## src/ipc_params.svh

```systemverilog
// Offsets, field positions, reset values and codes for the ingress priority
// classifier. Included by the design files; holds definitions only.
`ifndef IPC_PARAMS_SVH
`define IPC_PARAMS_SVH

// ============================================================
// Register byte offsets
`define IPC_ADDR_CTRL 12'h000
`define IPC_ADDR_PORT_MAP 12'h004
`define IPC_ADDR_UP_MAP 12'h008
`define IPC_ADDR_STATUS 12'h00c
`define IPC_ADDR_COUNT 12'h010
`define IPC_DSCP_PAGE 4'h1

// ============================================================
// Field positions and reset values
`define IPC_CTRL_PTYPE_LSB 0
`define IPC_CTRL_POLICY_BIT 3
`define IPC_CTRL_RESET 4'h0
`define IPC_UP_MAP_RESET 16'hfa50
`define IPC_STAT_LEVEL_LSB 0
`define IPC_STAT_BUSY_BIT 2
`define IPC_STAT_OUT_BIT 3
`define IPC_STAT_GRANT_LSB 4

// ============================================================
// Bus answers
`define IPC_RESP_OKAY 2'b00
`define IPC_RESP_SLVERR 2'b10

// ============================================================
// Frame header codes
`define IPC_TYPE_VLAN 16'h8100
`define IPC_TYPE_IPV4 16'h0800
`define IPC_IPV4_VERSION 4'h4

// ============================================================
// Weighted round credits, High down to Lowest
`define IPC_WEIGHT_HIGH 4'h8
`define IPC_WEIGHT_MIDDLE 4'h4
`define IPC_WEIGHT_LOW 4'h2
`define IPC_WEIGHT_LOWEST 4'h1

`endif

```

## src/ipc_pkg.sv

```systemverilog
// Types shared by the ingress priority classifier files.
// Assumes nothing of its surroundings.
package ipc_pkg;

	// ============================================================
	// Queue levels; Lowest is all zeros so a cleared table means Lowest.
	typedef enum logic [1:0] {
		IPC_LOWEST = 2'b00,
		IPC_LOW = 2'b01,
		IPC_MIDDLE = 2'b10,
		IPC_HIGH = 2'b11
	} ipc_level_t;

	// ============================================================
	// Priority type selections.
	typedef enum logic [2:0] {
		IPC_PT_DISABLE = 3'h0,
		IPC_PT_PORT = 3'h1,
		IPC_PT_IP_ONLY = 3'h2,
		IPC_PT_TAG_ONLY = 3'h3,
		IPC_PT_IP_FIRST = 3'h4,
		IPC_PT_TAG_FIRST = 3'h5
	} ipc_ptype_t;

endpackage : ipc_pkg

```

## src/ipc_classifier.sv

```systemverilog
// Ingress priority classifier: maps each received frame header to one of
// four output queues and arbitrates those queues for the scheduler.
// Assumes header words come from the port receive logic already aligned,
// one frame per rx handshake, and that software uses AXI4-Lite.
`timescale 1ns/1ps
`include "ipc_params.svh"

module ipc_classifier import ipc_pkg::*; #(
	parameter int NUM_PORTS = 8,
	parameter int PW = 3
) (
	input wire logic clk_sys,
	input wire logic reset,
	input wire logic [11:0] s_axi_awaddr,
	input wire logic s_axi_awvalid,
	output logic s_axi_awready,
	input wire logic [31:0] s_axi_wdata,
	input wire logic [3:0] s_axi_wstrb,
	input wire logic s_axi_wvalid,
	output logic s_axi_wready,
	output logic [1:0] s_axi_bresp,
	output logic s_axi_bvalid,
	input wire logic s_axi_bready,
	input wire logic [11:0] s_axi_araddr,
	input wire logic s_axi_arvalid,
	output logic s_axi_arready,
	output logic [31:0] s_axi_rdata,
	output logic [1:0] s_axi_rresp,
	output logic s_axi_rvalid,
	input wire logic s_axi_rready,
	input wire logic rx_valid,
	output logic rx_ready,
	input wire logic [PW-1:0] rx_port,
	input wire logic [15:0] rx_type0,
	input wire logic [15:0] rx_word1,
	input wire logic [15:0] rx_type1,
	input wire logic [15:0] rx_word2,
	output logic cls_valid,
	input wire logic cls_ready,
	output logic [PW-1:0] cls_port,
	output ipc_level_t cls_level,
	input wire logic [3:0] sch_nonempty,
	input wire logic sch_req,
	output logic sch_grant_valid,
	output logic [1:0] sch_grant_queue
);

	// ============================================================
	// Configuration state
	ipc_ptype_t ptype;
	logic strict_policy;
	ipc_level_t port_lvl [NUM_PORTS];
	ipc_level_t up_lvl [8];
	logic [31:0] frame_count;

	// ============================================================
	// Bus slave state
	logic aw_held;
	logic [11:0] aw_addr;
	logic w_held;
	logic [31:0] w_data;
	logic [3:0] w_strb;
	logic wr_do;
	logic wr_ok;
	logic rd_busy;
	logic [11:0] rd_addr;

	// ============================================================
	// Pipeline state
	logic rx_fire;
	logic s1_valid;
	logic s1_adv;
	logic [PW-1:0] s1_port;
	logic s1_tagged;
	logic s1_is_ip;
	logic [2:0] s1_up;
	logic rx_tagged;
	logic [15:0] rx_inner_type;
	logic [15:0] rx_ip_word;
	logic rx_is_ip;
	logic [5:0] rx_dscp;
	ipc_level_t ip_level;
	ipc_level_t dscp_bus_level;
	ipc_level_t next_level;

	// ============================================================
	// Scheduler state
	logic [3:0] credit [4];
	logic [3:0] has_credit;
	logic [3:0] eligible;
	logic [1:0] pick_elig;
	logic [1:0] pick_any;
	logic any_elig;
	logic any_ne;
	logic grant_now;
	logic reload;
	logic [1:0] next_grant;

	// ============================================================
	// Write channel: address and data are taken in either order.
	assign s_axi_awready = !aw_held && !s_axi_bvalid;
	assign s_axi_wready = !w_held && !s_axi_bvalid;
	assign wr_do = aw_held && w_held && !s_axi_bvalid;

	always_ff @(posedge clk_sys) begin
		if (reset) begin
			aw_held <= 1'b0;
			aw_addr <= 12'h000;
		end else if (s_axi_awvalid && s_axi_awready) begin
			aw_held <= 1'b1;
			aw_addr <= s_axi_awaddr;
		end else if (wr_do) begin
			aw_held <= 1'b0;
		end
	end

	always_ff @(posedge clk_sys) begin
		if (reset) begin
			w_held <= 1'b0;
			w_data <= 32'h0000_0000;
			w_strb <= 4'h0;
		end else if (s_axi_wvalid && s_axi_wready) begin
			w_held <= 1'b1;
			w_data <= s_axi_wdata;
			w_strb <= s_axi_wstrb;
		end else if (wr_do) begin
			w_held <= 1'b0;
		end
	end

	always_comb begin
		wr_ok = 1'b1;
		if (aw_addr[11:8] == `IPC_DSCP_PAGE) begin
			wr_ok = 1'b1;
		end else if (aw_addr == `IPC_ADDR_CTRL) begin
			wr_ok = 1'b1;
		end else if (aw_addr == `IPC_ADDR_PORT_MAP) begin
			wr_ok = 1'b1;
		end else if (aw_addr == `IPC_ADDR_UP_MAP) begin
			wr_ok = 1'b1;
		end else if (aw_addr == `IPC_ADDR_STATUS) begin
			wr_ok = 1'b1;
		end else if (aw_addr == `IPC_ADDR_COUNT) begin
			wr_ok = 1'b1;
		end else begin
			wr_ok = 1'b0;
		end
	end

	always_ff @(posedge clk_sys) begin
		if (reset) begin
			s_axi_bvalid <= 1'b0;
			s_axi_bresp <= `IPC_RESP_OKAY;
		end else if (wr_do) begin
			s_axi_bvalid <= 1'b1;
			s_axi_bresp <= wr_ok ? `IPC_RESP_OKAY : `IPC_RESP_SLVERR;
		end else if (s_axi_bready) begin
			s_axi_bvalid <= 1'b0;
		end
	end

	// ============================================================
	// Control register; codes beyond tag-first behave as disable.
	always_ff @(posedge clk_sys) begin
		if (reset) begin
			ptype <= ipc_ptype_t'(`IPC_CTRL_RESET);
			strict_policy <= 1'b0;
		end else if (wr_do && aw_addr == `IPC_ADDR_CTRL && w_strb[0]) begin
			ptype <= ipc_ptype_t'(w_data[`IPC_CTRL_PTYPE_LSB +: 3]);
			strict_policy <= w_data[`IPC_CTRL_POLICY_BIT];
		end
	end

	// Per-port and per-user-priority tables, two bits per entry.
	for (genvar p = 0; p < NUM_PORTS; p++) begin : g_port
		always_ff @(posedge clk_sys) begin
			if (reset) begin
				port_lvl[p] <= IPC_LOWEST;
			end else if (wr_do && aw_addr == `IPC_ADDR_PORT_MAP &&
				w_strb[p/4]) begin
				port_lvl[p] <= ipc_level_t'(w_data[2*p +: 2]);
			end
		end
	end

	for (genvar u = 0; u < 8; u++) begin : g_up
		localparam logic [15:0] UP_RST = `IPC_UP_MAP_RESET;
		always_ff @(posedge clk_sys) begin
			if (reset) begin
				up_lvl[u] <= ipc_level_t'(UP_RST[2*u +: 2]);
			end else if (wr_do && aw_addr == `IPC_ADDR_UP_MAP &&
				w_strb[u/4]) begin
				up_lvl[u] <= ipc_level_t'(w_data[2*u +: 2]);
			end
		end
	end

	// ============================================================
	// Codepoint table
	ipc_dscp_map #(
		.ENTRIES(64),
		.AW(6)
	) u_dscp_map (
		.clk_sys(clk_sys),
		.reset(reset),
		.wr_en(wr_do && aw_addr[11:8] == `IPC_DSCP_PAGE && w_strb[0]),
		.wr_addr(aw_addr[7:2]),
		.wr_level(ipc_level_t'(w_data[1:0])),
		.a_en(rx_fire),
		.a_addr(rx_dscp),
		.a_data(ip_level),
		.b_en(s_axi_arvalid && s_axi_arready),
		.b_addr(s_axi_araddr[7:2]),
		.b_data(dscp_bus_level)
	);

	// ============================================================
	// Read channel: every read answers on the second edge after it is
	// taken, because table reads come out of a registered port.
	assign s_axi_arready = !rd_busy && !s_axi_rvalid;

	always_ff @(posedge clk_sys) begin
		if (reset) begin
			rd_busy <= 1'b0;
			rd_addr <= 12'h000;
		end else if (s_axi_arvalid && s_axi_arready) begin
			rd_busy <= 1'b1;
			rd_addr <= s_axi_araddr;
		end else begin
			rd_busy <= 1'b0;
		end
	end

	always_ff @(posedge clk_sys) begin
		if (reset) begin
			s_axi_rvalid <= 1'b0;
			s_axi_rdata <= 32'h0000_0000;
			s_axi_rresp <= `IPC_RESP_OKAY;
		end else if (rd_busy) begin
			s_axi_rvalid <= 1'b1;
			s_axi_rresp <= `IPC_RESP_OKAY;
			s_axi_rdata <= 32'h0000_0000;
			if (rd_addr[11:8] == `IPC_DSCP_PAGE) begin
				s_axi_rdata[1:0] <= dscp_bus_level;
			end else if (rd_addr == `IPC_ADDR_CTRL) begin
				s_axi_rdata[`IPC_CTRL_PTYPE_LSB +: 3] <= ptype;
				s_axi_rdata[`IPC_CTRL_POLICY_BIT] <= strict_policy;
			end else if (rd_addr == `IPC_ADDR_PORT_MAP) begin
				for (int p = 0; p < NUM_PORTS; p++) begin
					s_axi_rdata[2*p +: 2] <= port_lvl[p];
				end
			end else if (rd_addr == `IPC_ADDR_UP_MAP) begin
				for (int u = 0; u < 8; u++) begin
					s_axi_rdata[2*u +: 2] <= up_lvl[u];
				end
			end else if (rd_addr == `IPC_ADDR_STATUS) begin
				s_axi_rdata[`IPC_STAT_LEVEL_LSB +: 2] <= cls_level;
				s_axi_rdata[`IPC_STAT_BUSY_BIT] <= s1_valid;
				s_axi_rdata[`IPC_STAT_OUT_BIT] <= cls_valid;
				s_axi_rdata[`IPC_STAT_GRANT_LSB +: 2] <= sch_grant_queue;
			end else if (rd_addr == `IPC_ADDR_COUNT) begin
				s_axi_rdata <= frame_count;
			end else begin
				s_axi_rresp <= `IPC_RESP_SLVERR;
			end
		end else if (s_axi_rready) begin
			s_axi_rvalid <= 1'b0;
		end
	end

	// ============================================================
	// Header parse. Untagged frames carry the IP header start in word1;
	// tagged ones carry the tag control word there and the IP start in
	// word2.
	assign rx_tagged = (rx_type0 == `IPC_TYPE_VLAN);
	assign rx_inner_type = rx_tagged ? rx_type1 : rx_type0;
	assign rx_ip_word = rx_tagged ? rx_word2 : rx_word1;
	assign rx_is_ip = (rx_inner_type == `IPC_TYPE_IPV4) &&
		(rx_ip_word[15:12] == `IPC_IPV4_VERSION);
	assign rx_dscp = rx_ip_word[7:2];

	// A one-deep stage feeds the output register; the table read lands
	// with the stage so both stall together.
	assign s1_adv = s1_valid && (!cls_valid || cls_ready);
	assign rx_ready = !s1_valid || s1_adv;
	assign rx_fire = rx_valid && rx_ready;

	always_ff @(posedge clk_sys) begin
		if (reset) begin
			s1_valid <= 1'b0;
			s1_port <= '0;
			s1_tagged <= 1'b0;
			s1_is_ip <= 1'b0;
			s1_up <= 3'h0;
		end else if (rx_fire) begin
			s1_valid <= 1'b1;
			s1_port <= rx_port;
			s1_tagged <= rx_tagged;
			s1_is_ip <= rx_is_ip;
			s1_up <= rx_word1[15:13];
		end else if (s1_adv) begin
			s1_valid <= 1'b0;
		end
	end

	// ============================================================
	// Level selection by priority type.
	always_comb begin
		next_level = IPC_LOWEST;
		case (ptype)
			IPC_PT_PORT: begin
				next_level = port_lvl[s1_port];
			end
			IPC_PT_TAG_ONLY: begin
				if (s1_tagged) begin
					next_level = up_lvl[s1_up];
				end
			end
			IPC_PT_IP_ONLY: begin
				if (s1_is_ip) begin
					next_level = ip_level;
				end
			end
			IPC_PT_TAG_FIRST: begin
				if (s1_tagged) begin
					next_level = up_lvl[s1_up];
				end else if (s1_is_ip) begin
					next_level = ip_level;
				end
			end
			IPC_PT_IP_FIRST: begin
				if (s1_is_ip) begin
					next_level = ip_level;
				end else if (s1_tagged) begin
					next_level = up_lvl[s1_up];
				end
			end
			default: begin
				next_level = IPC_LOWEST;
			end
		endcase
	end

	always_ff @(posedge clk_sys) begin
		if (reset) begin
			cls_valid <= 1'b0;
			cls_port <= '0;
			cls_level <= IPC_LOWEST;
		end else if (s1_adv) begin
			cls_valid <= 1'b1;
			cls_port <= s1_port;
			cls_level <= next_level;
		end else if (cls_ready) begin
			cls_valid <= 1'b0;
		end
	end

	always_ff @(posedge clk_sys) begin
		if (reset) begin
			frame_count <= 32'h0000_0000;
		end else if (s1_adv) begin
			frame_count <= frame_count + 32'h0000_0001;
		end
	end

	// ============================================================
	// Queue arbitration. Queue index equals level code, 3 is High.
	// Weighted mode spends credits from the highest eligible queue and
	// refills all credits only once no backlogged queue has any left, so
	// an idle queue never blocks a round.
	always_comb begin
		any_elig = 1'b0;
		any_ne = 1'b0;
		pick_elig = 2'd0;
		pick_any = 2'd0;
		for (int q = 0; q < 4; q++) begin
			eligible[q] = sch_nonempty[q] && has_credit[q];
			if (eligible[q]) begin
				any_elig = 1'b1;
				pick_elig = q[1:0];
			end
			if (sch_nonempty[q]) begin
				any_ne = 1'b1;
				pick_any = q[1:0];
			end
		end
	end

	assign grant_now = sch_req && any_ne;
	assign reload = grant_now && !strict_policy && !any_elig;
	assign next_grant = (strict_policy || !any_elig) ? pick_any : pick_elig;

	for (genvar q = 0; q < 4; q++) begin : g_credit
		localparam logic [3:0] WEIGHT = (q == 3) ? `IPC_WEIGHT_HIGH :
			(q == 2) ? `IPC_WEIGHT_MIDDLE :
			(q == 1) ? `IPC_WEIGHT_LOW : `IPC_WEIGHT_LOWEST;
		assign has_credit[q] = (credit[q] != 4'h0);
		always_ff @(posedge clk_sys) begin
			if (reset) begin
				credit[q] <= WEIGHT;
			end else if (reload) begin
				credit[q] <= (next_grant == 2'(q)) ? WEIGHT - 4'h1 :
					WEIGHT;
			end else if (grant_now && !strict_policy &&
				next_grant == 2'(q)) begin
				credit[q] <= credit[q] - 4'h1;
			end
		end
	end

	always_ff @(posedge clk_sys) begin
		if (reset) begin
			sch_grant_valid <= 1'b0;
			sch_grant_queue <= 2'd0;
		end else begin
			sch_grant_valid <= grant_now;
			if (grant_now) begin
				sch_grant_queue <= next_grant;
			end
		end
	end

endmodule : ipc_classifier

```

## src/ipc_dscp_map.sv

```systemverilog
// Codepoint-to-level table with one write port and two registered read
// ports. Assumes a single synchronous clock and an active-high reset.
`timescale 1ns/1ps
`include "ipc_params.svh"

module ipc_dscp_map import ipc_pkg::*; #(
	parameter int ENTRIES = 64,
	parameter int AW = 6
) (
	input wire logic clk_sys,
	input wire logic reset,
	input wire logic wr_en,
	input wire logic [AW-1:0] wr_addr,
	input wire ipc_level_t wr_level,
	input wire logic a_en,
	input wire logic [AW-1:0] a_addr,
	output ipc_level_t a_data,
	input wire logic b_en,
	input wire logic [AW-1:0] b_addr,
	output ipc_level_t b_data
);

	ipc_level_t mem [ENTRIES];

	// ============================================================
	// Storage
	always_ff @(posedge clk_sys) begin
		if (reset) begin
			for (int i = 0; i < ENTRIES; i++) begin
				mem[i] <= IPC_LOWEST;
			end
		end else if (wr_en) begin
			mem[wr_addr] <= wr_level;
		end
	end

	// ============================================================
	// Read ports hold their data while not enabled.
	always_ff @(posedge clk_sys) begin
		if (reset) begin
			a_data <= IPC_LOWEST;
		end else if (a_en) begin
			a_data <= mem[a_addr];
		end
	end

	always_ff @(posedge clk_sys) begin
		if (reset) begin
			b_data <= IPC_LOWEST;
		end else if (b_en) begin
			b_data <= mem[b_addr];
		end
	end

endmodule : ipc_dscp_map

```

## config.mk

```make
export PLATFORM = sky130hd
export DESIGN_NAME = ipc_classifier
export DESIGN_NICKNAME = d
export VERILOG_FILES = /design/src/ipc_pkg.sv /design/src/ipc_classifier.sv /design/src/ipc_dscp_map.sv
export VERILOG_INCLUDE_DIRS = /design/src
export SDC_FILE = /design/constraint.sdc
export NUM_CORES = 1
export LEC_CHECK = 0
export ABC_AREA = 1
export BUFFER_PORTS_ARGS = -buffer_cell sky130_fd_sc_hd__buf_2
export CAP_MARGIN = 10
export CORE_AREA = 2 2 197 199
export CTS_CLUSTER_SIZE = 20
export DETAILED_ROUTE_END_ITERATION = 16
export DIE_AREA = 0 0 199 201
export SYNTH_ARGS = -nofsm -noshare
export SYNTH_HDL_FRONTEND = slang
export SYNTH_HIERARCHICAL = 1
export SYNTH_SLANG_ARGS = --single-unit
```

## constraint.sdc

```tcl
create_clock -name clk_sys -period 3.6 [get_ports clk_sys]
set_clock_uncertainty 0.15 [all_clocks]
set_input_delay 0.72 -clock clk_sys [delete_from_list [all_inputs] [get_ports clk_sys]]
set_output_delay 0.72 -clock clk_sys [all_outputs]
set_load 0.005 [all_outputs]
```

After elaboration in Yosys (flattened, before gate mapping)
Memories as Yosys holds them, arrays and structs flattened. A register that Yosys moved wholly into a read port is not among the register bits.
Index checks and enable logic that the tools add are counted.
{"block": "totals", "register_bits": 137, "ram_bits": 176, "inputBits": 141, "out_inout_bits": 51, "word_cells": 273, "mem_count": 4}
{"name": "u_dscp_map.mem", "depth": 64, "width": 2, "rd": 2, "rd_clocked_by_memory_dff": 2, "wr": 64, "line_no": "ipc_dscp_map.sv:23", "rtl": "ipc_level_t mem [ENTRIES];"}
{"name": "credit", "depth": 4, "width": 4, "rd": 4, "rd_clocked_by_memory_dff": 0, "wr": 4, "line_no": "ipc_classifier.sv:88", "rtl": "logic [3:0] credit [4];"}
{"name": "port_lvl", "depth": 8, "width": 2, "rd": 9, "rd_clocked_by_memory_dff": 1, "wr": 8, "line_no": "ipc_classifier.sv:52", "rtl": "ipc_level_t port_lvl [NUM_PORTS];"}
{"name": "up_lvl", "depth": 8, "width": 2, "rd": 9, "rd_clocked_by_memory_dff": 1, "wr": 8, "line_no": "ipc_classifier.sv:53", "rtl": "ipc_level_t up_lvl [8];"}
{"block": "op_classes", "n_addsub": 5, "n_eq_ne": 21, "n_mux": 136, "n_bitwise": 24, "reduce_logical": 58}
{"op": "2-to-1 mux 32 bit", "count": 8}
{"op": "2-to-1 mux 16 bit", "count": 6}
{"op": "2-to-1 mux 2 bit", "count": 35}
{"op": "2-to-1 mux 1 bit", "count": 66}
{"op": "== test 12 x 4 -> 1 bit, second input constant", "count": 4}
{"op": "2-to-1 mux 4 bit", "count": 10}
{"op": "adder 32 x 1 -> 32 bit, second input constant", "count": 1}
{"op": "logical AND 1 bit", "count": 32}
{"op": "2-to-1 mux 30 bit", "count": 1}
{"op": "2-to-1 mux 28 bit", "count": 1}
{"op": "2-to-1 mux 26 bit", "count": 1}
{"op": "== test 12 x 3 -> 1 bit, second input constant", "count": 2}
{"op": "== test 12 x 5 -> 1 bit, second input constant", "count": 2}
{"op": "logical NOT 12 bit", "count": 2}
{"op": "bitwise OR 1 bit", "count": 24}
{"op": "== test 16 x 12 -> 1 bit, second input constant", "count": 1}
{"op": "== test 16 bit, second input constant", "count": 1}
{"op": "nonzero test 4 bit", "count": 4}
{"op": "subtractor 4 x 1 -> 4 bit, second input constant", "count": 4}
{"op": "2-to-1 mux 3 bit", "count": 5}
{"op": "2-to-1 mux 6 bit", "count": 2}
{"op": "nonzero test 2 bit", "count": 6}
{"op": "one-hot mux 2 bit (5 select lines)", "count": 1}
{"op": "logical NOT 1 bit", "count": 9}
{"op": "other kinds (10)", "count": 16}

Logic depth before layout (Yosys ltp)
An unclocked memory read counts as a cell.
{"block": "logic_depth", "word_depth": 17, "ltp_mapped": 18}

By module
The synthesis kept the hierarchy.
{"mod": "ipc_classifier", "instances": 1, "cells_each": 1239, "area_each_um2": 9088.7, "seq_area_each_um2": 4264.1}
{"mod": "ipc_dscp_map", "instances": 1, "cells_each": 1049, "area_each_um2": 7775.0, "seq_area_each_um2": 3923.8}

Worst setup path after synthesis
Ideal clock, no wire load.
{"block": "synth_path", "path_type": "input to register", "startpoint": "input port rx_type0[12]", "endpoint": "register u_dscp_map.a_data[0], read port of u_dscp_map.mem", "setup_time_ns": 0.056, "arrival_ns": 2.738, "required_time_ns": 3.394, "path_slack_ns": 0.656, "stages": 16, "cell_sequence": "or2_2 > nor4_4 > nand2_1 > nand2_1 > nand2_1 > buf_2 > inv_1 > clkbuf_1 > nand3_1 > nand3_1 > nand2_1 > nand2_1 > nand3_1 > nand3_1 > nand2_1 > inv_1"}
{"block": "synth_between", "elab_chain_len": 2}
{"element": "start, declared", "line_no": "ipc_classifier.sv:34", "rtl": "input wire logic [15:0] rx_type0,"}
{"element": "== test 16 bit (no source line)"}
{"element": "2-to-1 mux 16 bit", "line_no": "ipc_classifier.sv:277", "rtl": "assign rx_ip_word = rx_tagged ? rx_word2 : rx_word1;"}
{"element": "via rx_ip_word[4]", "line_no": "ipc_classifier.sv:79", "rtl": "logic [15:0] rx_ip_word;"}
{"element": "end, declared", "line_no": "ipc_dscp_map.sv:17", "rtl": "output ipc_level_t a_data,"}
The timed path passes the listed nets, and every way through them passes these cells.
A chain may end at the register's enable or synchronous reset.

Final worst setup path
Ends and elaborated chain as after synthesis.

==> results.cfg <==
[run_status]
status = finished, final reports clean

[clocking]
numClockSinks = 321
clockRootBuffer = clkbuf_16
ctsHoldBuffers = 0
cts_resized = 0
cts_max_path_buffers = 3
numCtsBuffers = 37
clk_latency_ns = 0.56
htree_levels = 2
cts_tree = yes
clk_pin_slew_worst_paths_ns = 0.06
post_cts_buffers = 0

[die]
chipWidth_um = 199
design.portCount = 192
start_util_pct = 44.25
num_rows = 72
die_h_um = 201
core_um2 = 38110
dieArea_um2 = 40000

[pwr]
power_mw = 8.826
power.leakage_nw = 7.780
peakVddDrop_mv = 0.3437
powerDensity_nw_per_um2 = 455.8

[synthesis]
syn_inst = 2288
yosysWarnings = 6
yosysTopAreaCell = edfxtp_1
yosys-top-cells-area = edfxtp_1 31%, dfxtp_1 17%, nand2_1 15%
avgSynthCellArea_um2 = 7.370
synth_cell_types = 43
synth_top_area_share_pct = 31.34
seq_area_frac_synth_pct = 48.55
ys_ff_latch = 321
synth_area_um2 = 16860

[route]
dr.pass1.iters = 6
wl_um = 52080
antenna_left = 0
vias = 16060
viasPerCell = 5.430
drc = 0
drtIter0Drc = 1420
wire_per_inst_um = 17.61

[timing]
slew_viol_final = 0
finalSetupViolations = 0
finalHoldViolations = 0
post-route-period-util_pct = 78.47
final.setup.tns_ns = 0
slew_headroom_pct = 19.49
fmax_mhz = 354.0
setup_slack_ns = 0.7750
rsz0062_at_grt = no
worstMarginPinSlew_ns = 1.208
fin_crit_ns = 2.825

[critical_path]
r2r_start = w_held
r2r_end = u_dscp_map/mem[54][1]
cp-start-kind = primary input
r2r_slack_ns = 0.79
timing.critical_path.slowest_cell_delay_ns = 0.31
path_class = primary input to flop
path_common_cell = nand3_1
crit_chain = buf_2 > or2_2 > nor4_4 > buf_4 > nand3_1 > nand2_2 > inv_2 > buf_12 > nand2_1 > nand3_1 > nand3_1 > nand3_1 > nand2_1 > nand2_1 > nand3_1 > nand3_1 > nand2_1 > inv_1
cp_slowest_cell = or2_2
cp.arrival_ns = 3.13
cp_max_fo = 30
worstPathRequired_ns = 3.91
cp.buffers_inverters = 5
endpoint_kind = flop
critical-path-top-delay-family = simple AND/OR/NAND/NOR gates
reg2reg_depth = 10

[placed_design]
hpwl_um = 36730
placed_area_um2 = 18150
globalplace.congestion = 0.8645
dp_worst_setup_slack_ns = 0.2400
portBuffers = 159

[worst_hold_path]
hold_start = s_axi_rready
min_to = s_axi_rvalid
holdPathStages = 2
worstHoldPathType = primary input to flop

[cells_and_area]
drive_above_1_share_pct = 12.51
diodes = 0
area_growth_pct = 14.82
design_area_um2 = 19360
fillers = 3732
nNetsFinal = 2557

[grt]
grt_antenna_before_repair = 1
grt_usage_pct = 26.13
grt_pass1_wl_um = 80970
grt_pass1_vias = 15070
grt_max_degree = 66
grt-ovfl-total = 0

[job]
max_cap_violations = 0
[synthesized netlist by cell type, drive strengths merged]
library cell    n
nor4           14
clkbuf         63
a31oi           1
o21a            1
conb            1
nor3           34
clkinv          4
ha              5
o2111ai         2
a221oi          1
dfxtp         145
edfxtp        176
xor2            3
inv           147
nor2          358
a211oi          1
nand3         349
nand2         683
buf            48
o21ai          90
nand3b          6
or2             4
o21bai          2
nand4          21
o211ai         15
a21oi         105
xnor2           9
[flip-flops by register name, indices dropped and copies added (netlist names), 3 cells and up, named ones only]
register,flops
port_lvl,16
rd_addr,12
u_dscp_map/mem,128
s_axi_rdata,32
up_lvl,16
cls_port,3
s1_up,3
credit,16
frame_count,32
aw_addr,12
w_data,16
s1_port,3
ptype,3
[metrics by stage]
stage | cells | utilization [%] | hold slack, ns
finish | 2957 | 50.81 | 0.1940
global route | 2957 | 50.81 | 0.1878
CTS | 2957 | 50.81 | 0.1750
detailed placement | 2890 | 47.63 | 0.3027
global placement | 2890 | 47.63 | 0.2990
floorplan | 2289 | - | 0.2910
[routing by layer]
layer | vias to the layer above | GRT usage, % | part of all wire [%]
li1 | 7829 | - | -
met1 | 7479 | 36.27 | 45
met2 | 646 | 40.88 | 45
met3 | 101 | 4.839 | 8.0
met4 | 2 | 9.088 | 2.7
met5 | - | 0 | 0.027
[cells by family after synthesis]
logic type / after synthesis / synth area share, %
compound gates: 218 / 6.848
xor+xnor: 12 / 0.6233
other cells: 1 / 0.02224
simple gates: 1469 / 37.36
buf+inv: 262 / 6.225
fa+ha+maj: 5 / 0.3710
flops: 321 / 48.55
[power breakdown]
group / internal, mW / switching, mW
sequential: 4.00 / 0.113
combinational: 0.285 / 0.685
clock: 2.25 / 1.49
total: 6.54 / 2.29
[how the worst max path moves through the flow]
stage	from	endpoint	slack [ns]	depth (start not counted)
after global routing	w_held	u_dscp_map/mem[55][0]	0.55	10
after CTS	w_held	u_dscp_map/mem[54][0]	0.79	10
after detailed placement	rx_type0[12]	u_dscp_map/a_data[0]	0.24	18
after floorplan	rx_type0[12]	u_dscp_map/a_data[0]	0.66	16
after global placement	rx_type0[12]	u_dscp_map/a_data[0]	0.28	18
final	rx_type0[12]	u_dscp_map/a_data[0]	0.78	18
[cells in the final DEF, fill, tap and decap left out, drive strengths merged]
cell type,Yosys,layout
nand2,683,683
nor2,358,358
nand3,349,349
buf,48,194
edfxtp,176,176
inv,147,150
dfxtp,145,145
a21oi,105,105
o21ai,90,90
clkbuf,63,52
nor3,34,34
nand4,21,21
o211ai,15,15
nor4,14,14
clkinv,4,13
xnor2,9,9
nand3b,6,6
ha,5,5
or2,4,4
xor2,3,3
o2111ai,2,2
conb,1,2
bufinv,0,2
o21bai,2,2
a31oi,1,1
a221oi,1,1
a211oi,1,1
o21a,1,1
clkinvlp,0,1
[cell type report]
cell class	instances	area, µm²	area share, %
clock inverter	15	127.6	0.6591
tap	518	648.1	3.347
sequential	321	8188	42.28
inverter	151	566.8	2.927
multi-input combinational	1706	7639	39.45
clock buffer	52	1086	5.609
timing repair buffer	194	1109	5.725
Note: power is estimated with default switching activity, not from simulation.
